$ cat config.mk
export PLATFORM = sky130hd
export DESIGN_NAME = pllcc_top
export DESIGN_NICKNAME = d
export VERILOG_FILES = /design/src/shared/pllcc_pkg.sv /design/src/hdl/pllcc_top.sv
export SDC_FILE = /design/constraint.sdc
export NUM_CORES = 1
export LEC_CHECK = 0
export BUFFER_PORTS_ARGS = -buffer_cell sky130_fd_sc_hd__buf_4
export CORE_MARGIN = 3
export CORE_UTILIZATION = 55
export DETAILED_ROUTE_END_ITERATION = 16
export PLACE_DENSITY = 0.73
export SETUP_SLACK_MARGIN = 0.1
export SKIP_LAST_GASP = 1
export SLEW_MARGIN = 5
export SYNTH_ARGS = -nofsm -noshare
export SYNTH_HDL_FRONTEND = slang
export SYNTH_SLANG_ARGS = --single-unit
$ cat constraint.sdc
create_clock -name clk_sys -period 8.7 [get_ports clk_sys]
set_clock_uncertainty 0.05 [all_clocks]
set_input_delay 1.305 -clock clk_sys [delete_from_list [all_inputs] [get_ports clk_sys]]
set_output_delay 1.305 -clock clk_sys [all_outputs]
set_load 0.02 [all_outputs]
$ cat src/shared/pllcc_pkg.sv
// Purpose: constants for the clock conditioning model
// Assumes: one 40 MHz system clock
// Notes: field layout of the 81-bit configuration word
`default_nettype none
package pllcc_pkg;
  localparam int CFG_W = 81;
  // Configuration field positions
  localparam int F_N = 0;
  localparam int F_M = 7;
  localparam int F_U = 14;
  localparam int F_V = 19;
  localparam int F_W = 24;
  localparam int F_FBDLY = 29;
  localparam int F_SYS_EN = 34;
  localparam int F_FB_EN = 35;
  localparam int F_DLY_A = 36;
  localparam int F_DLY_B = 41;
  localparam int F_DLY_C = 46;
  localparam int F_DLY_YB = 51;
  localparam int F_DLY_YC = 56;
  localparam int F_PH_A = 61;
  localparam int F_SRC_A = 67;
  // Register byte offsets
  localparam logic [7:0] OFS_CTRL = 8'h00;
  localparam logic [7:0] OFS_STATUS = 8'h04;
  localparam logic [7:0] OFS_REF_PER = 8'h08;
  localparam logic [7:0] OFS_ADVANCE = 8'h0C;
  localparam logic [7:0] OFS_DLY0 = 8'h10;
  localparam logic [7:0] OFS_CFG0 = 8'h24;
  // Reset values
  localparam logic [31:0] CTRL_RST = 32'h0000_0001;
  localparam logic [CFG_W-1:0] STATIC_CFG_DEF = 81'h0_0000_0000_0000_0000_0180;
  // Delay figures in ps
  localparam int SYS_DLY_PS = 2000;
  localparam int STEP_PS = 160;
  localparam int FINE_BASE_PS = 600;
  localparam int GL_FIRST_PS = 25;
  localparam int GL_SECOND_PS = 760;
  localparam int GL_DRIVER_PS = 755;
  // Timing
  localparam int CLK_PERIOD_PS = 25000;
  localparam int REF_TIMEOUT_NS = 100000;
  localparam int REF_TIMEOUT_CYC = (REF_TIMEOUT_NS * 1000) / CLK_PERIOD_PS;
  localparam int LOCK_EDGES = 4;
  typedef enum logic [1:0] {
    PLLCC_LK_IDLE = 2'b00,
    PLLCC_LK_ACQ = 2'b01,
    PLLCC_LK_LOCKED = 2'b11
  } pllcc_lock_t;
endpackage : pllcc_pkg
`default_nettype wire

$ cat src/hdl/pllcc_top.sv
// Purpose: digital model of a PLL clock conditioning circuit
// Assumes: all pins synchronous to clk_sys; VCO model ticks at most once per clock
// Notes: analog delays are reported in ps, not applied
// Contract
// - Input and feedback dividers, factor 1..128
// - Three output dividers, factor 1..32
// - Output freq = ref*m/(n*div); fabric equals global
// - Lock high after 4 reference edges with a stable period
// - 2 ns system delay, 0.6-5.56 ns feedback
// - System and feedback delay bypass independently
// - Feedback delay advances outputs
// - Global delay 0.025, 0.76..5.56 ns, +0.755
// - Fabric outputs delay 0.6..5.56 ns
// - Per-path phase 0/90/180/270 degrees
// - Phase applied before divider and delay
// - Serial shift configuration ports, dynamic reconfig
// - Three clock inputs, each independently selected
// - Static mode uses nonvolatile default bits
// - Nonvolatile bits fixed, no run-time path
// - Source select high picks the update register, loaded from the shift register on update strobe
`timescale 1ns/1ps
`default_nettype none
module pllcc_top
  import pllcc_pkg::*;
#(
  parameter int DIV_IN_MAX = 128,
  parameter int DIV_OUT_MAX = 32,
  parameter logic [CFG_W-1:0] STATIC_CFG = STATIC_CFG_DEF
) (
  input wire logic clk_sys,
  input wire logic reset_n,
  input wire logic reference_clock_in,
  input wire logic second_clock_in,
  input wire logic third_clock_in,
  input wire logic config_source_dynamic,
  input wire logic config_serial_in,
  input wire logic config_shift_enable,
  input wire logic config_update_strobe,
  output logic config_serial_out,
  output logic primary_global_out,
  output logic secondary1_global_out,
  output logic secondary2_global_out,
  output logic secondary1_fabric_out,
  output logic secondary2_fabric_out,
  output logic lock_out,
  input wire logic [7:0] s_axi_awaddr,
  input wire logic s_axi_awvalid,
  output logic s_axi_awready,
  input wire logic [31:0] s_axi_wdata,
  input wire logic [3:0] s_axi_wstrb,
  input wire logic s_axi_wvalid,
  output logic s_axi_wready,
  output logic [1:0] s_axi_bresp,
  output logic s_axi_bvalid,
  input wire logic s_axi_bready,
  input wire logic [7:0] s_axi_araddr,
  input wire logic s_axi_arvalid,
  output logic s_axi_arready,
  output logic [31:0] s_axi_rdata,
  output logic [1:0] s_axi_rresp,
  output logic s_axi_rvalid,
  input wire logic s_axi_rready
);
  if (DIV_IN_MAX != 128 || DIV_OUT_MAX != 32) begin : g_chk
    $error("pllcc_top: divider ranges are fixed by field widths");
  end

  function automatic logic [15:0] gl_ps(input logic [4:0] c);
    logic [15:0] r;
    r = (c == 5'h00) ? 16'(GL_FIRST_PS) : 16'(GL_SECOND_PS + STEP_PS * (int'(c) - 1));
    return 16'(r + 16'(GL_DRIVER_PS));
  endfunction : gl_ps

  function automatic logic [15:0] fine_ps(input logic [4:0] c);
    return 16'(FINE_BASE_PS + STEP_PS * int'(c));
  endfunction : fine_ps

  ////////////////////////////////////////////////////////////////////////
  // Configuration source
  logic [CFG_W-1:0] shift_r;
  logic [CFG_W-1:0] dyn_r;
  logic [CFG_W-1:0] cfg;
  logic cfg_src_r;
  logic update_evt;

  always_ff @(posedge clk_sys or negedge reset_n) begin
    if (!reset_n) begin
      shift_r <= '0;
    end else if (config_shift_enable) begin
      shift_r <= {config_serial_in, shift_r[CFG_W-1:1]};
    end
  end

  always_ff @(posedge clk_sys or negedge reset_n) begin
    if (!reset_n) begin
      dyn_r <= STATIC_CFG;
    end else if (config_update_strobe && !config_shift_enable) begin
      dyn_r <= shift_r;
    end
  end

  always_ff @(posedge clk_sys or negedge reset_n) begin
    if (!reset_n) begin
      config_serial_out <= 1'b0;
      cfg_src_r <= 1'b0;
    end else begin
      config_serial_out <= shift_r[0];
      cfg_src_r <= config_source_dynamic;
    end
  end

  assign update_evt = (config_update_strobe && !config_shift_enable && cfg_src_r)
                      || (cfg_src_r != config_source_dynamic);
  // Static bits are a parameter only, nothing writes them
  assign cfg = cfg_src_r ? dyn_r : STATIC_CFG;

  logic [7:0] div_n;
  logic [7:0] div_m;
  assign div_n = {1'b0, cfg[F_N +: 7]} + 8'h01;
  assign div_m = {1'b0, cfg[F_M +: 7]} + 8'h01;

  ////////////////////////////////////////////////////////////////////////
  // Reference period measurement
  logic ref_d_r;
  logic ref_rise;
  logic [11:0] ref_cnt_r;
  logic [11:0] ref_per_r;
  logic ref_absent_r;
  logic per_stable;

  assign ref_rise = reference_clock_in && !ref_d_r;

  always_ff @(posedge clk_sys or negedge reset_n) begin
    if (!reset_n) begin
      ref_d_r <= 1'b0;
      ref_cnt_r <= '0;
      ref_per_r <= '0;
      ref_absent_r <= 1'b1;
    end else begin
      ref_d_r <= reference_clock_in;
      if (ref_rise) begin
        ref_cnt_r <= 12'h001;
        ref_per_r <= ref_cnt_r;
        ref_absent_r <= 1'b0;
      end else if (ref_cnt_r == 12'(REF_TIMEOUT_CYC)) begin
        ref_absent_r <= 1'b1;
      end else begin
        ref_cnt_r <= ref_cnt_r + 12'h001;
      end
    end
  end

  assign per_stable = (ref_cnt_r == ref_per_r) || (ref_cnt_r == ref_per_r + 12'h001)
                      || (ref_cnt_r + 12'h001 == ref_per_r);

  ////////////////////////////////////////////////////////////////////////
  // VCO model: four ticks per VCO period, aligned every n-th reference edge
  logic [19:0] lim_r;
  logic [19:0] acc_r;
  logic [19:0] acc_sum;
  logic [6:0] nref_r;
  logic [1:0] quad_r;
  logic vco_tick;

  assign acc_sum = acc_r + {10'h000, div_m, 2'b00};
  assign vco_tick = (acc_sum >= lim_r) && (lim_r != 20'h00000);

  always_ff @(posedge clk_sys or negedge reset_n) begin
    if (!reset_n) begin
      lim_r <= '0;
      acc_r <= '0;
      nref_r <= '0;
      quad_r <= '0;
    end else begin
      lim_r <= 20'(ref_per_r) * 20'(div_n);
      if (ref_rise && nref_r == 7'(div_n - 8'h01)) begin
        nref_r <= '0;
        acc_r <= '0;
        quad_r <= '0;
      end else begin
        if (ref_rise) begin
          nref_r <= nref_r + 7'h01;
        end
        if (vco_tick) begin
          acc_r <= acc_sum - lim_r;
          quad_r <= quad_r + 2'h1;
        end else begin
          acc_r <= acc_sum;
        end
      end
    end
  end

  ////////////////////////////////////////////////////////////////////////
  // Output paths: source select, phase, divider
  logic [2:0] raw_in;
  logic [2:0] path_out_r;
  logic [4:0] out_dly [3];
  assign raw_in = {third_clock_in, second_clock_in, reference_clock_in};
  assign out_dly[0] = cfg[F_DLY_A +: 5];
  assign out_dly[1] = cfg[F_DLY_B +: 5];
  assign out_dly[2] = cfg[F_DLY_C +: 5];

  for (genvar p = 0; p < 3; p++) begin : g_path
    logic [1:0] ph;
    logic [5:0] div;
    logic phase_clk;
    logic src;
    logic src_d_r;
    logic [5:0] cnt_r;
    assign ph = cfg[F_PH_A + 2 * p +: 2];
    assign div = {1'b0, cfg[F_U + 5 * p +: 5]} + 6'h01;
    assign phase_clk = 2'(quad_r - ph) >= 2'h2;
    assign src = cfg[F_SRC_A + p] ? raw_in[p] : phase_clk;
    always_ff @(posedge clk_sys or negedge reset_n) begin
      if (!reset_n) begin
        src_d_r <= 1'b0;
        cnt_r <= '0;
        path_out_r[p] <= 1'b0;
      end else begin
        src_d_r <= src;
        if (src && !src_d_r) begin
          cnt_r <= (cnt_r + 6'h01 >= div) ? 6'h00 : cnt_r + 6'h01;
        end
        path_out_r[p] <= (div == 6'h01) ? src : (cnt_r < {1'b0, div[5:1]});
      end
    end
  end

  ////////////////////////////////////////////////////////////////////////
  // Lock state
  pllcc_lock_t lk_r;
  logic [2:0] lk_cnt_r;

  always_ff @(posedge clk_sys or negedge reset_n) begin
    if (!reset_n) begin
      lk_r <= PLLCC_LK_IDLE;
      lk_cnt_r <= '0;
    end else if (ref_absent_r || update_evt) begin
      lk_r <= PLLCC_LK_IDLE;
      lk_cnt_r <= '0;
    end else if (ref_rise) begin
      case (lk_r)
        PLLCC_LK_IDLE: begin
          lk_r <= PLLCC_LK_ACQ;
          lk_cnt_r <= '0;
        end
        PLLCC_LK_ACQ: begin
          if (!per_stable) begin
            lk_cnt_r <= '0;
          end else if (lk_cnt_r == 3'(LOCK_EDGES - 1)) begin
            lk_r <= PLLCC_LK_LOCKED;
          end else begin
            lk_cnt_r <= lk_cnt_r + 3'h1;
          end
        end
        PLLCC_LK_LOCKED: begin
          if (!per_stable) begin
            lk_r <= PLLCC_LK_ACQ;
            lk_cnt_r <= '0;
          end
        end
        default: lk_r <= PLLCC_LK_IDLE;
      endcase
    end
  end

  ////////////////////////////////////////////////////////////////////////
  // Output flops
  logic [31:0] ctrl_r;

  always_ff @(posedge clk_sys or negedge reset_n) begin
    if (!reset_n) begin
      primary_global_out <= 1'b0;
      secondary1_global_out <= 1'b0;
      secondary2_global_out <= 1'b0;
      secondary1_fabric_out <= 1'b0;
      secondary2_fabric_out <= 1'b0;
      lock_out <= 1'b0;
    end else begin
      primary_global_out <= path_out_r[0] && ctrl_r[0];
      secondary1_global_out <= path_out_r[1] && ctrl_r[0];
      secondary2_global_out <= path_out_r[2] && ctrl_r[0];
      secondary1_fabric_out <= path_out_r[1] && ctrl_r[0];
      secondary2_fabric_out <= path_out_r[2] && ctrl_r[0];
      lock_out <= (lk_r == PLLCC_LK_LOCKED);
    end
  end

  ////////////////////////////////////////////////////////////////////////
  // Delay report
  logic [15:0] advance_ps;
  logic [15:0] dly_ps [5];
  logic [7:0] dly_ofs;
  always_comb begin
    advance_ps = 16'h0000;
    if (cfg[F_SYS_EN]) begin
      advance_ps = 16'(SYS_DLY_PS);
    end
    if (cfg[F_FB_EN]) begin
      advance_ps = advance_ps + fine_ps(cfg[F_FBDLY +: 5]);
    end
  end
  for (genvar d = 0; d < 3; d++) begin : g_gldly
    assign dly_ps[d] = gl_ps(out_dly[d]);
  end
  assign dly_ps[3] = fine_ps(cfg[F_DLY_YB +: 5]);
  assign dly_ps[4] = fine_ps(cfg[F_DLY_YC +: 5]);
  // Byte offset from the first delay register
  assign dly_ofs = s_axi_araddr - OFS_DLY0;

  ////////////////////////////////////////////////////////////////////////
  // AXI4-Lite slave
  logic [7:0] awaddr_r;
  logic [31:0] wdata_r;
  logic [3:0] wstrb_r;
  logic aw_have_r;
  logic w_have_r;
  logic [31:0] rd_val;
  logic rd_ok;

  always_ff @(posedge clk_sys or negedge reset_n) begin
    if (!reset_n) begin
      s_axi_awready <= 1'b1;
      s_axi_wready <= 1'b1;
      aw_have_r <= 1'b0;
      w_have_r <= 1'b0;
      awaddr_r <= '0;
      wdata_r <= '0;
      wstrb_r <= '0;
      s_axi_bvalid <= 1'b0;
      s_axi_bresp <= 2'b00;
      ctrl_r <= CTRL_RST;
    end else begin
      if (s_axi_awvalid && s_axi_awready) begin
        awaddr_r <= s_axi_awaddr;
        aw_have_r <= 1'b1;
        s_axi_awready <= 1'b0;
      end
      if (s_axi_wvalid && s_axi_wready) begin
        wdata_r <= s_axi_wdata;
        wstrb_r <= s_axi_wstrb;
        w_have_r <= 1'b1;
        s_axi_wready <= 1'b0;
      end
      if (aw_have_r && w_have_r && !s_axi_bvalid) begin
        aw_have_r <= 1'b0;
        w_have_r <= 1'b0;
        s_axi_bvalid <= 1'b1;
        if (awaddr_r[7:2] == OFS_CTRL[7:2]) begin
          s_axi_bresp <= 2'b00;
          for (int b = 0; b < 4; b++) begin
            if (wstrb_r[b]) begin
              ctrl_r[8*b +: 8] <= {7'h00, b == 0 && wdata_r[0]};
            end
          end
        end else begin
          s_axi_bresp <= (awaddr_r <= OFS_CFG0 + 8'h08) ? 2'b00 : 2'b10;
        end
      end
      if (s_axi_bvalid && s_axi_bready) begin
        s_axi_bvalid <= 1'b0;
        s_axi_awready <= 1'b1;
        s_axi_wready <= 1'b1;
      end
    end
  end

  always_comb begin
    rd_val = 32'h0000_0000;
    rd_ok = 1'b1;
    if (s_axi_araddr[7:2] == OFS_CTRL[7:2]) begin
      rd_val = ctrl_r;
    end else if (s_axi_araddr[7:2] == OFS_STATUS[7:2]) begin
      rd_val = {28'h0000000, cfg_src_r, ref_absent_r, lk_r};
    end else if (s_axi_araddr[7:2] == OFS_REF_PER[7:2]) begin
      rd_val = {20'h00000, ref_per_r};
    end else if (s_axi_araddr[7:2] == OFS_ADVANCE[7:2]) begin
      rd_val = {16'h0000, advance_ps};
    end else if (s_axi_araddr >= OFS_DLY0 && s_axi_araddr < OFS_CFG0) begin
      rd_val = {16'h0000, dly_ps[dly_ofs[4:2]]};
    end else if (s_axi_araddr[7:2] == OFS_CFG0[7:2]) begin
      rd_val = cfg[31:0];
    end else if (s_axi_araddr[7:2] == OFS_CFG0[7:2] + 6'h01) begin
      rd_val = cfg[63:32];
    end else if (s_axi_araddr[7:2] == OFS_CFG0[7:2] + 6'h02) begin
      rd_val = {15'h0000, cfg[80:64]};
    end else begin
      rd_ok = 1'b0;
    end
  end

  always_ff @(posedge clk_sys or negedge reset_n) begin
    if (!reset_n) begin
      s_axi_arready <= 1'b1;
      s_axi_rvalid <= 1'b0;
      s_axi_rdata <= '0;
      s_axi_rresp <= 2'b00;
    end else if (s_axi_arvalid && s_axi_arready) begin
      s_axi_arready <= 1'b0;
      s_axi_rvalid <= 1'b1;
      s_axi_rdata <= rd_val;
      s_axi_rresp <= rd_ok ? 2'b00 : 2'b10;
    end else if (s_axi_rvalid && s_axi_rready) begin
      s_axi_rvalid <= 1'b0;
      s_axi_arready <= 1'b1;
    end
  end
endmodule : pllcc_top
`default_nettype wire

Yosys cells after proc, flatten, opt, wreduce, memory -nomap -nowiden
Index checks and enable logic that the tools add are counted.
{"block": "totals", "word_cells": 242, "output_inout_bits": 48, "register_bits": 326}
{"block": "classes", "add_sub_neg": 33, "eq_ne": 23, "order_cmp": 14, "mux": 73, "multipliers": 7, "n_reduce_logical": 50, "bitwise_logic": 1}
{"cell": "two-way mux 32 bit", "count": 7}
{"cell": "two-way mux 16 bit", "count": 6}
{"cell": "two-way mux 81 bit", "count": 1}
{"cell": "adder 11 x 15 -> 16 bit, first input constant", "count": 3}
{"cell": "adder 16 x 10 -> 16 bit, second input constant", "count": 3}
{"cell": "binary-select mux 16 bit (select 3 bit)", "count": 1}
{"cell": "adder 10 x 13 -> 14 bit, first input constant", "count": 3}
{"cell": "two-way mux 20 bit", "count": 2}
{"cell": "== test 12 bit", "count": 3}
{"cell": "multiplier 4 x 6 -> 10 bit, first input constant", "count": 3}
{"cell": "two-way mux 1 bit", "count": 30}
{"cell": "adder 12 x 1 -> 12 bit, second input constant", "count": 2}
{"cell": "== test 6 x 1 -> 1 bit, second input constant", "count": 4}
{"cell": "multiplier 3 x 5 -> 8 bit, first input constant", "count": 3}
{"cell": "two-way mux 12 bit", "count": 2}
{"cell": "adder 20 x 10 -> 20 bit", "count": 1}
{"cell": ">= comparator 20 bit", "count": 1}
{"cell": "multiplier 12 x 8 -> 20 bit", "count": 1}
{"cell": "two-way mux 2 bit", "count": 10}
{"cell": "nonzero test 2 bit", "count": 10}
{"cell": "nonzero test 20 bit", "count": 1}
{"cell": "subtractor 20 bit", "count": 1}
{"cell": "logical AND 1 bit", "count": 19}
{"cell": "adder 5 x 1 -> 6 bit, second input constant", "count": 3}
{"cell": "44 further kinds", "count": 81}

Depth between registers and ports, before layout
Gate-level depths: netlist of the first run.
{"block": "depth", "depth_word": 14, "ltp_mapped": 27}

Worst setup path after synthesis of the first run
OpenSTA, ideal clock, no wires.
{"block": "synth_timing", "path_kind": "register -> register", "start": "register cfg_src_r", "end": "register lim_r[19]", "t_arrival_ns": 5.718, "required_ns": 8.570, "setup_slack_ns": 2.852, "path_buffers": 4, "stages_incl_launch_ff": 26, "path_cell_list": "dfrtp_1 buf_4 buf_2 nand2_1 inv_1 ha_1 buf_2 nand3_1 xor2_1 nor2_1 clkbuf_1 nand2_1 fa_1 fa_1 fa_1 inv_1 fa_1 ha_1 o21a_1 o31a_1 o211ai_1 a21oi_1 o31ai_1 o2111ai_1 a21oi_1 xnor2_1"}
{"block": "synth_between", "elab_chain_cells": 3}
{"item": "start, declared", "line_no": "pllcc_top.sv:83", "text": "logic cfg_src_r;"}
{"item": "start signal, assigned", "line_no": "pllcc_top.sv:108", "text": "cfg_src_r <= config_source_dynamic;"}
{"item": "two-way mux 81 bit", "line_no": "pllcc_top.sv:115", "text": "assign cfg = cfg_src_r ? dyn_r : STATIC_CFG;"}
{"item": "adder 7 x 1 -> 8 bit", "line_no": "pllcc_top.sv:119", "text": "assign div_n = {1'b0, cfg[F_N +: 7]} + 8'h01;"}
{"item": "multiplier 12 x 8 -> 20 bit", "line_no": "pllcc_top.sv:175", "text": "lim_r <= 20'(ref_per_r) * 20'(div_n);"}
{"item": "end signal, assigned", "line_no": "pllcc_top.sv:175"}
{"item": "end, declared", "line_no": "pllcc_top.sv:158", "text": "logic [19:0] lim_r;"}
Every way passes these cells.
A chain may end at the register's enable or synchronous reset.

Final worst setup path of the first run
Same ends and word-level chain as after synthesis.

==> results_dict.tcl, run 1 <==
set metrics [dict create \
    synth-edff-count 0 \
    hold_buffers 0 \
    syn_avg_cell_area_um2 9.82 \
    overflow 0 \
    yosys.cell_types.count 85 \
    worstPathArrival_ns 7.28 \
    cpPeakStageDelay_ns 0.66 \
    final_util 0.618 \
    post_cts_resized 0 \
    drive_gt1_frac 0.153 \
    cp_slowest_cell "dfrtp_4" \
    critPathLaunchType "flip-flop" \
    wl_mm 56.1 \
    grt_pass1_wl_mm 91.6 \
    crit_top_cell "fa_1" \
    endpoint "lim_r[19]" \
    synth_top_family_by_area "adder cells" \
    highest_layer "met4" \
    required_ns 9.12 \
    p_leak_nw 11.8 \
    grt_pass1_vias 17600 \
    num_rows 73 \
    synth-xor-area-share 0.0654 \
    rsz0062_at_grt "false" \
    routed_wire_length_per_instance_um 19.5 \
    p_int_w 0.00358 \
    worstReg2RegEnd "lim_r[19]" \
    power.switching_w 0.00195 \
    worst-slew-pin-transition_ns 1.20 \
    root_buffer "clkbuf_16" \
    path_clk_slew_ns 0.06 \
    drc_errors 0 \
    clockPowerShare 0.295 \
    yosys.area_share.simple 0.146 \
    dieHeight_um 209 \
    tritoncts "done" \
    area_growth_pct 9.74 \
    grt_max_degree 198 \
    core-area_um2 40200 \
    synth_seq_area_share 0.358 \
    cts_setup_buffers 0 \
    diodes 0 \
    path_cells "nand2_1 -> inv_1 -> ha_1 -> nand2_1 -> xnor2_1 -> and2_1 -> nand2_1 -> fa_1 -> fa_1 -> fa_1 -> inv_1 -> fa_1 -> ha_1 -> o21a_1 -> o31a_1 -> o211ai_1 -> a21oi_1 -> o31ai_1 -> o2111ai_1 -> a21oi_1 -> xnor2_1" \
    initial_utilization 0.563 \
    max_freq_mhz 146 \
    muxShareOfSynthArea 0.0943 \
    combPwrFrac 0.327 \
    fin_crit_sh 0.788 \
    grt_usage 0.256 \
    viasPerCell 6.03 \
    worst_skew_pair.late_latency_ns 0.57 \
    cts-buffers-inserted 38 \
    rrSetupSlack_ns 1.85 \
    numPortBuffers 75 \
    cp_max_fo 34 \
    rr_worst_depth 21 \
    m1WireLength_mm 23.6 \
    pin_count 114 \
    power_frac_seq 0.378 \
    ir_drop_mv 0.155 \
    maxSlewHeadroom 0.196 \
    syn_area_um2 22600 \
    cp-end-kind "flip-flop" \
    synth_cells 2306 \
    status "finished, final reports clean" \
    ys.flop_type "dfrtp_1" \
    postRouteAntennaNets 0 \
    hp-class "reg -> reg" \
    routed-wl-met3_mm 2.91 \
    dr.first_iter.drc_count 1403 \
    drv_cap 0 \
    antenna_found_initial 1 \
    path_class "reg -> reg" \
    fp.dieW_um 209 \
    hpwl_mm 40.7 \
    wl_met2_mm 27.8 \
    tns_ns 0 \
    critPathLaunch "cfg_src_r" \
    setup_viol_count_final 0 \
    synth_seq_cells 324 \
    yosys_warnings 0 \
    synth-adder-area-share 0.159 \
    synth-async-reset-ratio 1.00 \
    timing.rr.start "cfg_src_r" \
    gp_congestion 0.955 \
    num_vias 17400 \
    fin_nets 2643 \
    period_needed_ns 6.85 \
    swShare 0.353 \
    power_density_nw_per_um2 223 \
    first_pass_iters 6 \
    cts_buffer_depth 3 \
    cts_sinks 324 \
    synth-compound-area-share 0.129 \
    dieArea_um2 43600 \
    htree_levels 2 \
    slew_violations 0 \
    finalHoldViolations 0 \
]
[how the worst min path moves through the flow]
stage                     from           endpoint  depth (start not counted)  slack, ns
finish              shift_r[0]  config_serial_out                          0       0.36
global route        shift_r[0]  config_serial_out                          0       0.39
CTS                 shift_r[0]  config_serial_out                          0       0.36
detailed placement  shift_r[0]  config_serial_out                          0       0.35
global placement    shift_r[0]  config_serial_out                          0       0.33
floorplan           shift_r[0]  config_serial_out                          0       0.32
[kinds of logic after synthesis]
| logic type | count (synthesis) |
|---|---|
| other | 1 |
| DFF | 324 |
| adders and majority gates | 247 |
| AOI/OAI and AO/OA | 445 |
| xor gates and xnor gates | 169 |
| and+or+nand+nor | 661 |
| muxes | 188 |
| buffers and inverters | 271 |
[state kept, by name, summed over array words and instances, names as in the netlist, 8 cells and up]
signal / count
s_axi_rdata: 32
lim_r: 20
ref_per_r: 12
shift_r: 81
acc_r: 20
awaddr_r: 8
g_path.cnt_r: 18
dyn_r: 81
ref_cnt_r: 12
[critical path, delay by kind of cell, from the launching register on]
family | cells | cell delay, ns
flops | 1 | 0.66
compound gates | 7 | 1.49
xor+xnor | 2 | 0.33
buf+inv | 2 | 0.32
fa+ha+maj | 6 | 2.81
simple gates | 4 | 1.07
[layout make-up]
class | count | area (µm²)
clock inverters | 15 | 210
clock buffers | 52 | 1070
inverters | 163 | 612
well taps | 525 | 657
repair buffers | 92 | 711
multi-input cells | 1712 | 13500
fillers | 3295 | 15300
flip-flops and latches | 324 | 8120
[layout by cell type, fill, tap and decap left out, types with 16 or more instances in the layout]
master	instances
nor2b_1	20
nand4_1	22
o21ai_0	115
nand2_1	231
a22o_1	30
mux2_2	173
or3_1	22
inv_1	163
ha_1	178
and3_1	16
nor3_1	31
xnor2_1	93
dfrtp_1	316
nand2b_1	29
nor2_1	99
buf_4	90
fa_1	68
and2_1	66
clkbuf_16	38
a21o_1	24
a21oi_1	98
nand3_1	61
xor2_1	76
a22oi_1	27
a211oi_1	20
[routing by layer]
metal | vias up | global-route usage
met1 | 8694 | 0.333
met3 | 114 | 0.0341
met4 | 0 | 0.0887
met2 | 466 | 0.440
met5 | - | 0
li1 | 8110 | -
[metrics by stage]
stage,cell area [µm²],worst slack (ns),total power [W],hold WS (ns),std cells
3_5_place_dp,23600,1.84,0.00389,0.348,2816
5_1_grt,24900,1.39,0.00588,0.390,2883
6_report,24900,1.85,0.00553,0.359,2883
4_1_cts,24900,1.80,0.00556,0.362,2883
2_1_floorplan,22600,2.85,0.00340,0.315,2307
3_3_place_gp,23600,1.99,0.00383,0.327,2816
[cells in the mapped netlist (all sizes together) (8+ instances only)]
cell type / number / share of area
nor2: 99 / 0.016
nor3b: 8 / 0.0027
xnor2: 93 / 0.036
nor3: 32 / 0.0071
a21o: 24 / 0.0080
a21oi: 99 / 0.022
a31oi: 9 / 0.0025
nand2b: 29 / 0.0080
o21a: 15 / 0.0050
a32oi: 8 / 0.0031
buf: 35 / 0.0088
mux2i: 12 / 0.0053
a211o: 8 / 0.0031
o22ai: 10 / 0.0028
dfrtp: 317 / 0.35
o21ai: 118 / 0.027
and2: 69 / 0.019
xor2: 76 / 0.029
a211oi: 20 / 0.0066
a21boi: 8 / 0.0027
o211ai: 14 / 0.0046
a22oi: 27 / 0.0090
mux2: 173 / 0.086
clkbuf: 73 / 0.012
nand4: 22 / 0.0061
inv: 163 / 0.027
nor2b: 22 / 0.0061
and3: 16 / 0.0044
or3: 23 / 0.0066
nand2: 232 / 0.039
fa: 68 / 0.060
nand3: 61 / 0.013
a22o: 30 / 0.012
ha: 178 / 0.098
nor4: 14 / 0.0039
[power groups by stage]
stage	sequential, W	combinational (W)	clock, W
2_1_floorplan	0.00201	0.00138	0
3_3_place_gp	0.00209	0.00174	0
3_5_place_dp	0.00210	0.00179	0
4_1_cts	0.00208	0.00181	0.00167
5_1_grt	0.00212	0.00203	0.00173
6_report	0.00209	0.00181	0.00163
Power figures use the tool's default switching activity.
==> inputs of run 2 (changes only) <==
==> constraint.sdc (replaced) <==
create_clock -name clk_sys -period 6.38 [get_ports clk_sys]
set_clock_uncertainty 0.05 [all_clocks]
set_input_delay 0.957 -clock clk_sys [delete_from_list [all_inputs] [get_ports clk_sys]]
set_output_delay 0.957 -clock clk_sys [all_outputs]
set_load 0.02 [all_outputs]
==> run 2 against run 1 <==
Compared with the run above:
- cell area is 0.50% higher
- via count is 0.39% lower
- global-route usage is 0.093 points higher
- critical endpoint is now acc_r[14]
- die area stayed put
- first-iteration DRC count is 24% lower
- hold slack worse by 0.057 ns
- fmax is 18% higher
- routed wire length is 0.19% lower
- combinational power is 38% higher
==> results_dict.tcl, run 2 (synthesized netlist as in run 1, its figures left out) <==
set metrics [dict create \
    status "finished, final reports clean" \
    pin_count 114 \
    dieArea_um2 43600 \
    worst_skew_pair.late_latency_ns 0.58 \
    numPortBuffers 75 \
    wl_mm 56.0 \
    critPathLaunchType "flip-flop" \
    cts_buffer_depth 3 \
    overflow 0 \
    num_rows 73 \
    hp-class "in -> async" \
    hpwl_mm 41.4 \
    rsz0062_at_grt "false" \
    grt_max_degree 173 \
    worstPathArrival_ns 6.22 \
    rrSetupSlack_ns 0.57 \
    pre_cts_ws_ns 0.288 \
    reg.largest.list "dyn_r: 81 flops, shift_r: 81 flops, s_axi_rdata: 32 flops" \
    drv_cap 0 \
    maxSlewHeadroom 0.231 \
    max_freq_mhz 172 \
    cts_sinks 324 \
    ir_drop_mv 0.220 \
    fin_cells 2892 \
    fin_nets 2651 \
    setup_viol_count_final 0 \
    slew_violations 0 \
    rr_worst_depth 22 \
    first_pass_iters 7 \
    period_needed_ns 5.81 \
    dieHeight_um 209 \
    fp.dieW_um 209 \
    placed_cells 2824 \
    holdWs_ns 0.302 \
    final_common_cell "dfrtp_1" \
    layout.cells.most_common_list "316 x dfrtp_1, 231 x nand2_1, 177 x ha_1" \
    p_leak_nw 11.8 \
    tritoncts "done" \
    core-area_um2 40200 \
    diodes 0 \
    num_vias 17300 \
    area_growth_pct 10.3 \
    finalHoldViolations 0 \
    power_density_nw_per_um2 304 \
    initial_utilization 0.563 \
    worst-slew-pin-transition_ns 1.15 \
    cts-buffers-inserted 38 \
    path_class "reg -> reg" \
    grt_pass1_vias 17600 \
    drive_gt1_frac 0.158 \
    postLayoutSetupSlackWorst_ns 0.565 \
    cp-end-kind "flip-flop" \
    required_ns 6.78 \
    grt_usage 0.257 \
    fin_crit_sh 0.911 \
    gp_congestion 0.961 \
    crit_top_cell "ha_1" \
    drc_errors 0 \
    postRouteAntennaNets 0 \
    cpPeakStageDelay_ns 0.54 \
    grt_pass1_wl_mm 91.7 \
    root_buffer "clkbuf_16" \
    cp_slowest_cell "dfrtp_4" \
    stdcell_area_um2 25000 \
    cp_max_fo 24 \
    tns_ns 0 \
    placed_area_um2 23600 \
    path_cells "buf_4 -> nand2b_1 -> ha_1 -> nand3_1 -> or3_1 -> a21oi_1 -> ha_1 -> o21ai_0 -> inv_1 -> a21oi_1 -> nor2b_1 -> o2111ai_1 -> xnor2_1 -> ha_1 -> nand4_1 -> or3_1 -> o21a_1 -> o2111ai_1 -> a22o_1 -> buf_4 -> nor2_1 -> a211oi_1" \
    path_clk_slew_ns 0.06 \
    viasPerCell 5.99 \
    htree_levels 2 \
    dr.first_iter.drc_count 1063 \
    antenna_found_initial 0 \
    hold_buffers 0 \
    routed_wire_length_per_instance_um 19.4 \
]
[run 2: path summary, 6_finish.rpt]
check,startpoint,to
setup / recovery,cfg_src_r,acc_r[14]
hold / removal,reset_n,acc_r[11]
setup reg to reg,cfg_src_r,acc_r[14]
hold reg to reg,shift_r[0],config_serial_out
max in group asynchronous,reset_n,s_axi_rdata[0]
min in group clk_sys,shift_r[0],config_serial_out
[run 2: per-stage QoR]
step | power (W) | util
2_1_floorplan | 0.00463 | -
3_3_place_gp | 0.00523 | 0.588
3_5_place_dp | 0.00532 | 0.588
4_1_cts | 0.00763 | 0.621
5_1_grt | 0.00805 | 0.621
6_report | 0.00759 | 0.621
[run 2: worst max-delay path: cells and delay by family, from the launching register on]
kind                       cells  cell delay, ns
adders and majority gates      3            0.96
AOI/OAI and AO/OA              8            1.96
DFF                            1            0.54
buffers and inverters          3            0.62
and+or+nand+nor                7            1.44
xor gates and xnor gates       1            0.14
[run 2: final cells by class]
class | count | area, µm²
fillers | 3293 | 15200
multi-input cells | 1712 | 13500
flip-flops and latches | 324 | 8120
clock buffers | 53 | 1100
repair buffers | 100 | 771
well taps | 525 | 657
inverters | 163 | 612
clock inverters | 15 | 225
[run 2: power breakdown]
group	leakage (nW)	internal [W]	switching [W]
registers	4.27	0.00246	0.000378
clock network	0.647	0.00134	0.000923
logic	6.92	0.00111	0.00137
total	11.8	0.00492	0.00267
[run 2: repair_timing]
action / CTS / global route
setup buffers: 0 / 0
gates resized for setup: 0 / 6
hold endpoints to repair: 0 / 0
setup endpoints to repair: 0 / 4
[run 2: layer usage]
layer	vias to the layer above	global-route usage	wire (µm)
li1	8127	-	-
met1	8672	0.333	23500
met2	403	0.440	27500
met3	115	0.0318	2820
met4	0	0.101	2150
met5	-	0	0
==> inputs of run 3 (changes only) <==
--- a/config.mk
+++ b/config.mk
@@ -6,10 +6,12 @@
 export NUM_CORES = 1
 export LEC_CHECK = 0
 export BUFFER_PORTS_ARGS = -buffer_cell sky130_fd_sc_hd__buf_4
+export CELL_PAD_IN_SITES_DETAIL_PLACEMENT = 0
+export CELL_PAD_IN_SITES_GLOBAL_PLACEMENT = 1
 export CORE_MARGIN = 3
-export CORE_UTILIZATION = 55
+export CORE_UTILIZATION = 50
 export DETAILED_ROUTE_END_ITERATION = 16
-export PLACE_DENSITY = 0.73
+export PLACE_DENSITY_LB_ADDON = 0.1
 export SETUP_SLACK_MARGIN = 0.1
 export SKIP_LAST_GASP = 1
 export SLEW_MARGIN = 5
==> run 3 against run 2 <==
Compared with the run above:
- register-to-register slack improved by 0.04 ns
- clock power rose by 4%
- critical path depth did not move
- count of clock-buffer cells in the layout fell by 3
- final cell count rose by 2.4%
- power rose by 0.90%
- hold slack got worse by 0.0095 ns
- non-clock buffer count rose by 2
- largest cell class unchanged
- highest routed layer unchanged
==> results_dict.tcl, run 3 (synthesized netlist as in run 1, its figures left out) <==
set metrics [dict create \
    status "finished, final reports clean" \
    ir_drop_mv 0.314 \
    worstReg2RegEnd "lim_r[19]" \
    worst-slew-pin-transition_ns 1.07 \
    hpwl_mm 42.4 \
    drive_gt1_frac 0.158 \
    worst_skew_pair.late_latency_ns 0.57 \
    grt_pass1_vias 17200 \
    first_pass_iters 5 \
    max_freq_mhz 173 \
    grt_pass1_wl_mm 93.2 \
    cp_max_fo 8 \
    wl_mm 57.4 \
    post_cts_resized 0 \
    cp_slowest_cell "fa_1" \
    critPathLaunchType "flip-flop" \
    cpPeakStageDelay_ns 0.54 \
    slew_violations 0 \
    critPathLaunch "dyn_r[0]" \
    fp.dieW_um 219 \
    reg.largest.list "dyn_r: 81 flops, shift_r: 81 flops, s_axi_rdata: 32 flops" \
    rrSetupSlack_ns 0.60 \
    finalHoldViolations 0 \
    postLayoutSetupSlackWorst_ns 0.601 \
    tritoncts "done" \
    hp-class "in -> async" \
    timing.rr.start "dyn_r[0]" \
    setup_viol_count_final 0 \
    maxSlewHeadroom 0.289 \
    p_leak_nw 11.9 \
    cts_sinks 324 \
    drv_cap 0 \
    grt_usage 0.245 \
    path_class "reg -> reg" \
    area_growth_pct 10.9 \
    dieHeight_um 219 \
    required_ns 6.82 \
    path_cells "nand2_1 -> inv_1 -> ha_2 -> nand3_1 -> xor2_1 -> nor2_1 -> and2_1 -> fa_1 -> fa_1 -> inv_1 -> fa_1 -> fa_1 -> inv_1 -> ha_1 -> o21a_1 -> o31a_1 -> o211ai_1 -> a21oi_1 -> o31ai_2 -> o2111ai_1 -> a21oi_1 -> xnor2_1" \
    num_rows 77 \
    crit_cells 22 \
    dr.first_iter.drc_count 1022 \
    num_vias 16900 \
    core-area_um2 44500 \
    layout.cells.most_common_list "316 x dfrtp_1, 231 x nand2_1, 177 x ha_1" \
    gp_congestion 0.897 \
    rsz0062_at_grt "false" \
    overflow 0 \
    hold_buffers 0 \
    antenna_found_initial 0 \
    worstPathArrival_ns 6.21 \
    critPathBufInv 3 \
    initial_utilization 0.509 \
    pre_cts_ws_ns 0.448 \
    path_clk_slew_ns 0.06 \
    cts_setup_buffers 0 \
    dieArea_um2 47900 \
    rr_worst_depth 22 \
    endpoint "lim_r[19]" \
    fillCellCount 4014 \
    drc_errors 0 \
    postRouteAntennaNets 0 \
    fin_nets 2653 \
    htree_levels 2 \
    pin_count 114 \
    cts-buffers-inserted 38 \
    fin_crit_sh 0.906 \
    crit_top_cell "fa_1" \
    cts_buffer_depth 3 \
    tns_ns 0 \
    final_common_cell "dfrtp_1" \
    path_delay_family "adder cells" \
    routed_wire_length_per_instance_um 19.4 \
    period_needed_ns 5.78 \
    cp-end-kind "flip-flop" \
    diodes 0 \
    numPortBuffers 75 \
    root_buffer "clkbuf_16" \
    grt_max_degree 95 \
    viasPerCell 5.72 \
    power_density_nw_per_um2 305 \
]
-- run 3: changes by cell type in the layout (fill, tap and decap cells not counted), moves of 2 or more --
cell,delta
buf_4,+2
bufinv_16,+3
clkbuf_8,-2
clkinv_2,-4
clkinvlp_4,+4
inv_6,+2
-- run 3: area by class of cell --
type	count	area, µm²	area share
clock inverter	18	304	0.0121
timing repair buffer	102	786	0.0313
sequential	324	8120	0.323
inverter	163	612	0.0244
tap	592	741	0.0295
multi-input combinational	1712	13500	0.537
clock buffer	50	1070	0.0425
-- run 3: metrics by stage --
step	total power, W	hold WS (ns)	util	instances	area, µm²
floorplan	0.00463	0.315	-	2307	22600
global placement	0.00526	0.343	0.533	2893	23700
detailed placement	0.00532	0.342	0.533	2893	23700
CTS	0.00773	0.289	0.564	2961	25100
global route	0.00817	0.318	0.564	2961	25100
finish	0.00766	0.292	0.564	2961	25100
-- run 3: metal layers --
layer,GRT usage,wire [µm],part of all wire,vias up
met5,0,0,0,-
met4,0.0754,1520,0.027,0
met3,0.0325,2310,0.040,85
met2,0.425,28400,0.49,294
met1,0.319,25200,0.44,8433
li1,-,-,-,8136
-- run 3: worst min-delay path by stage --
stage / to / cells past startpoint / start
2_1_floorplan: config_serial_out / 0 / shift_r[0]
3_3_place_gp: config_serial_out / 0 / shift_r[0]
3_5_place_dp: config_serial_out / 0 / shift_r[0]
4_1_cts: s_axi_rdata[22] / 1 / reset_n
5_1_grt: s_axi_rdata[23] / 1 / reset_n
6_report: s_axi_rdata[22] / 1 / reset_n
-- run 3: power breakdown --
group | leakage, nW | switching [W] | total (W) | internal [W]
combinational | 6.93 | 0.00135 | 0.00246 | 0.00111
sequential | 4.27 | 0.000363 | 0.00282 | 0.00246
clock | 0.652 | 0.000933 | 0.00237 | 0.00144
total | 11.9 | 0.00265 | 0.00766 | 0.00501
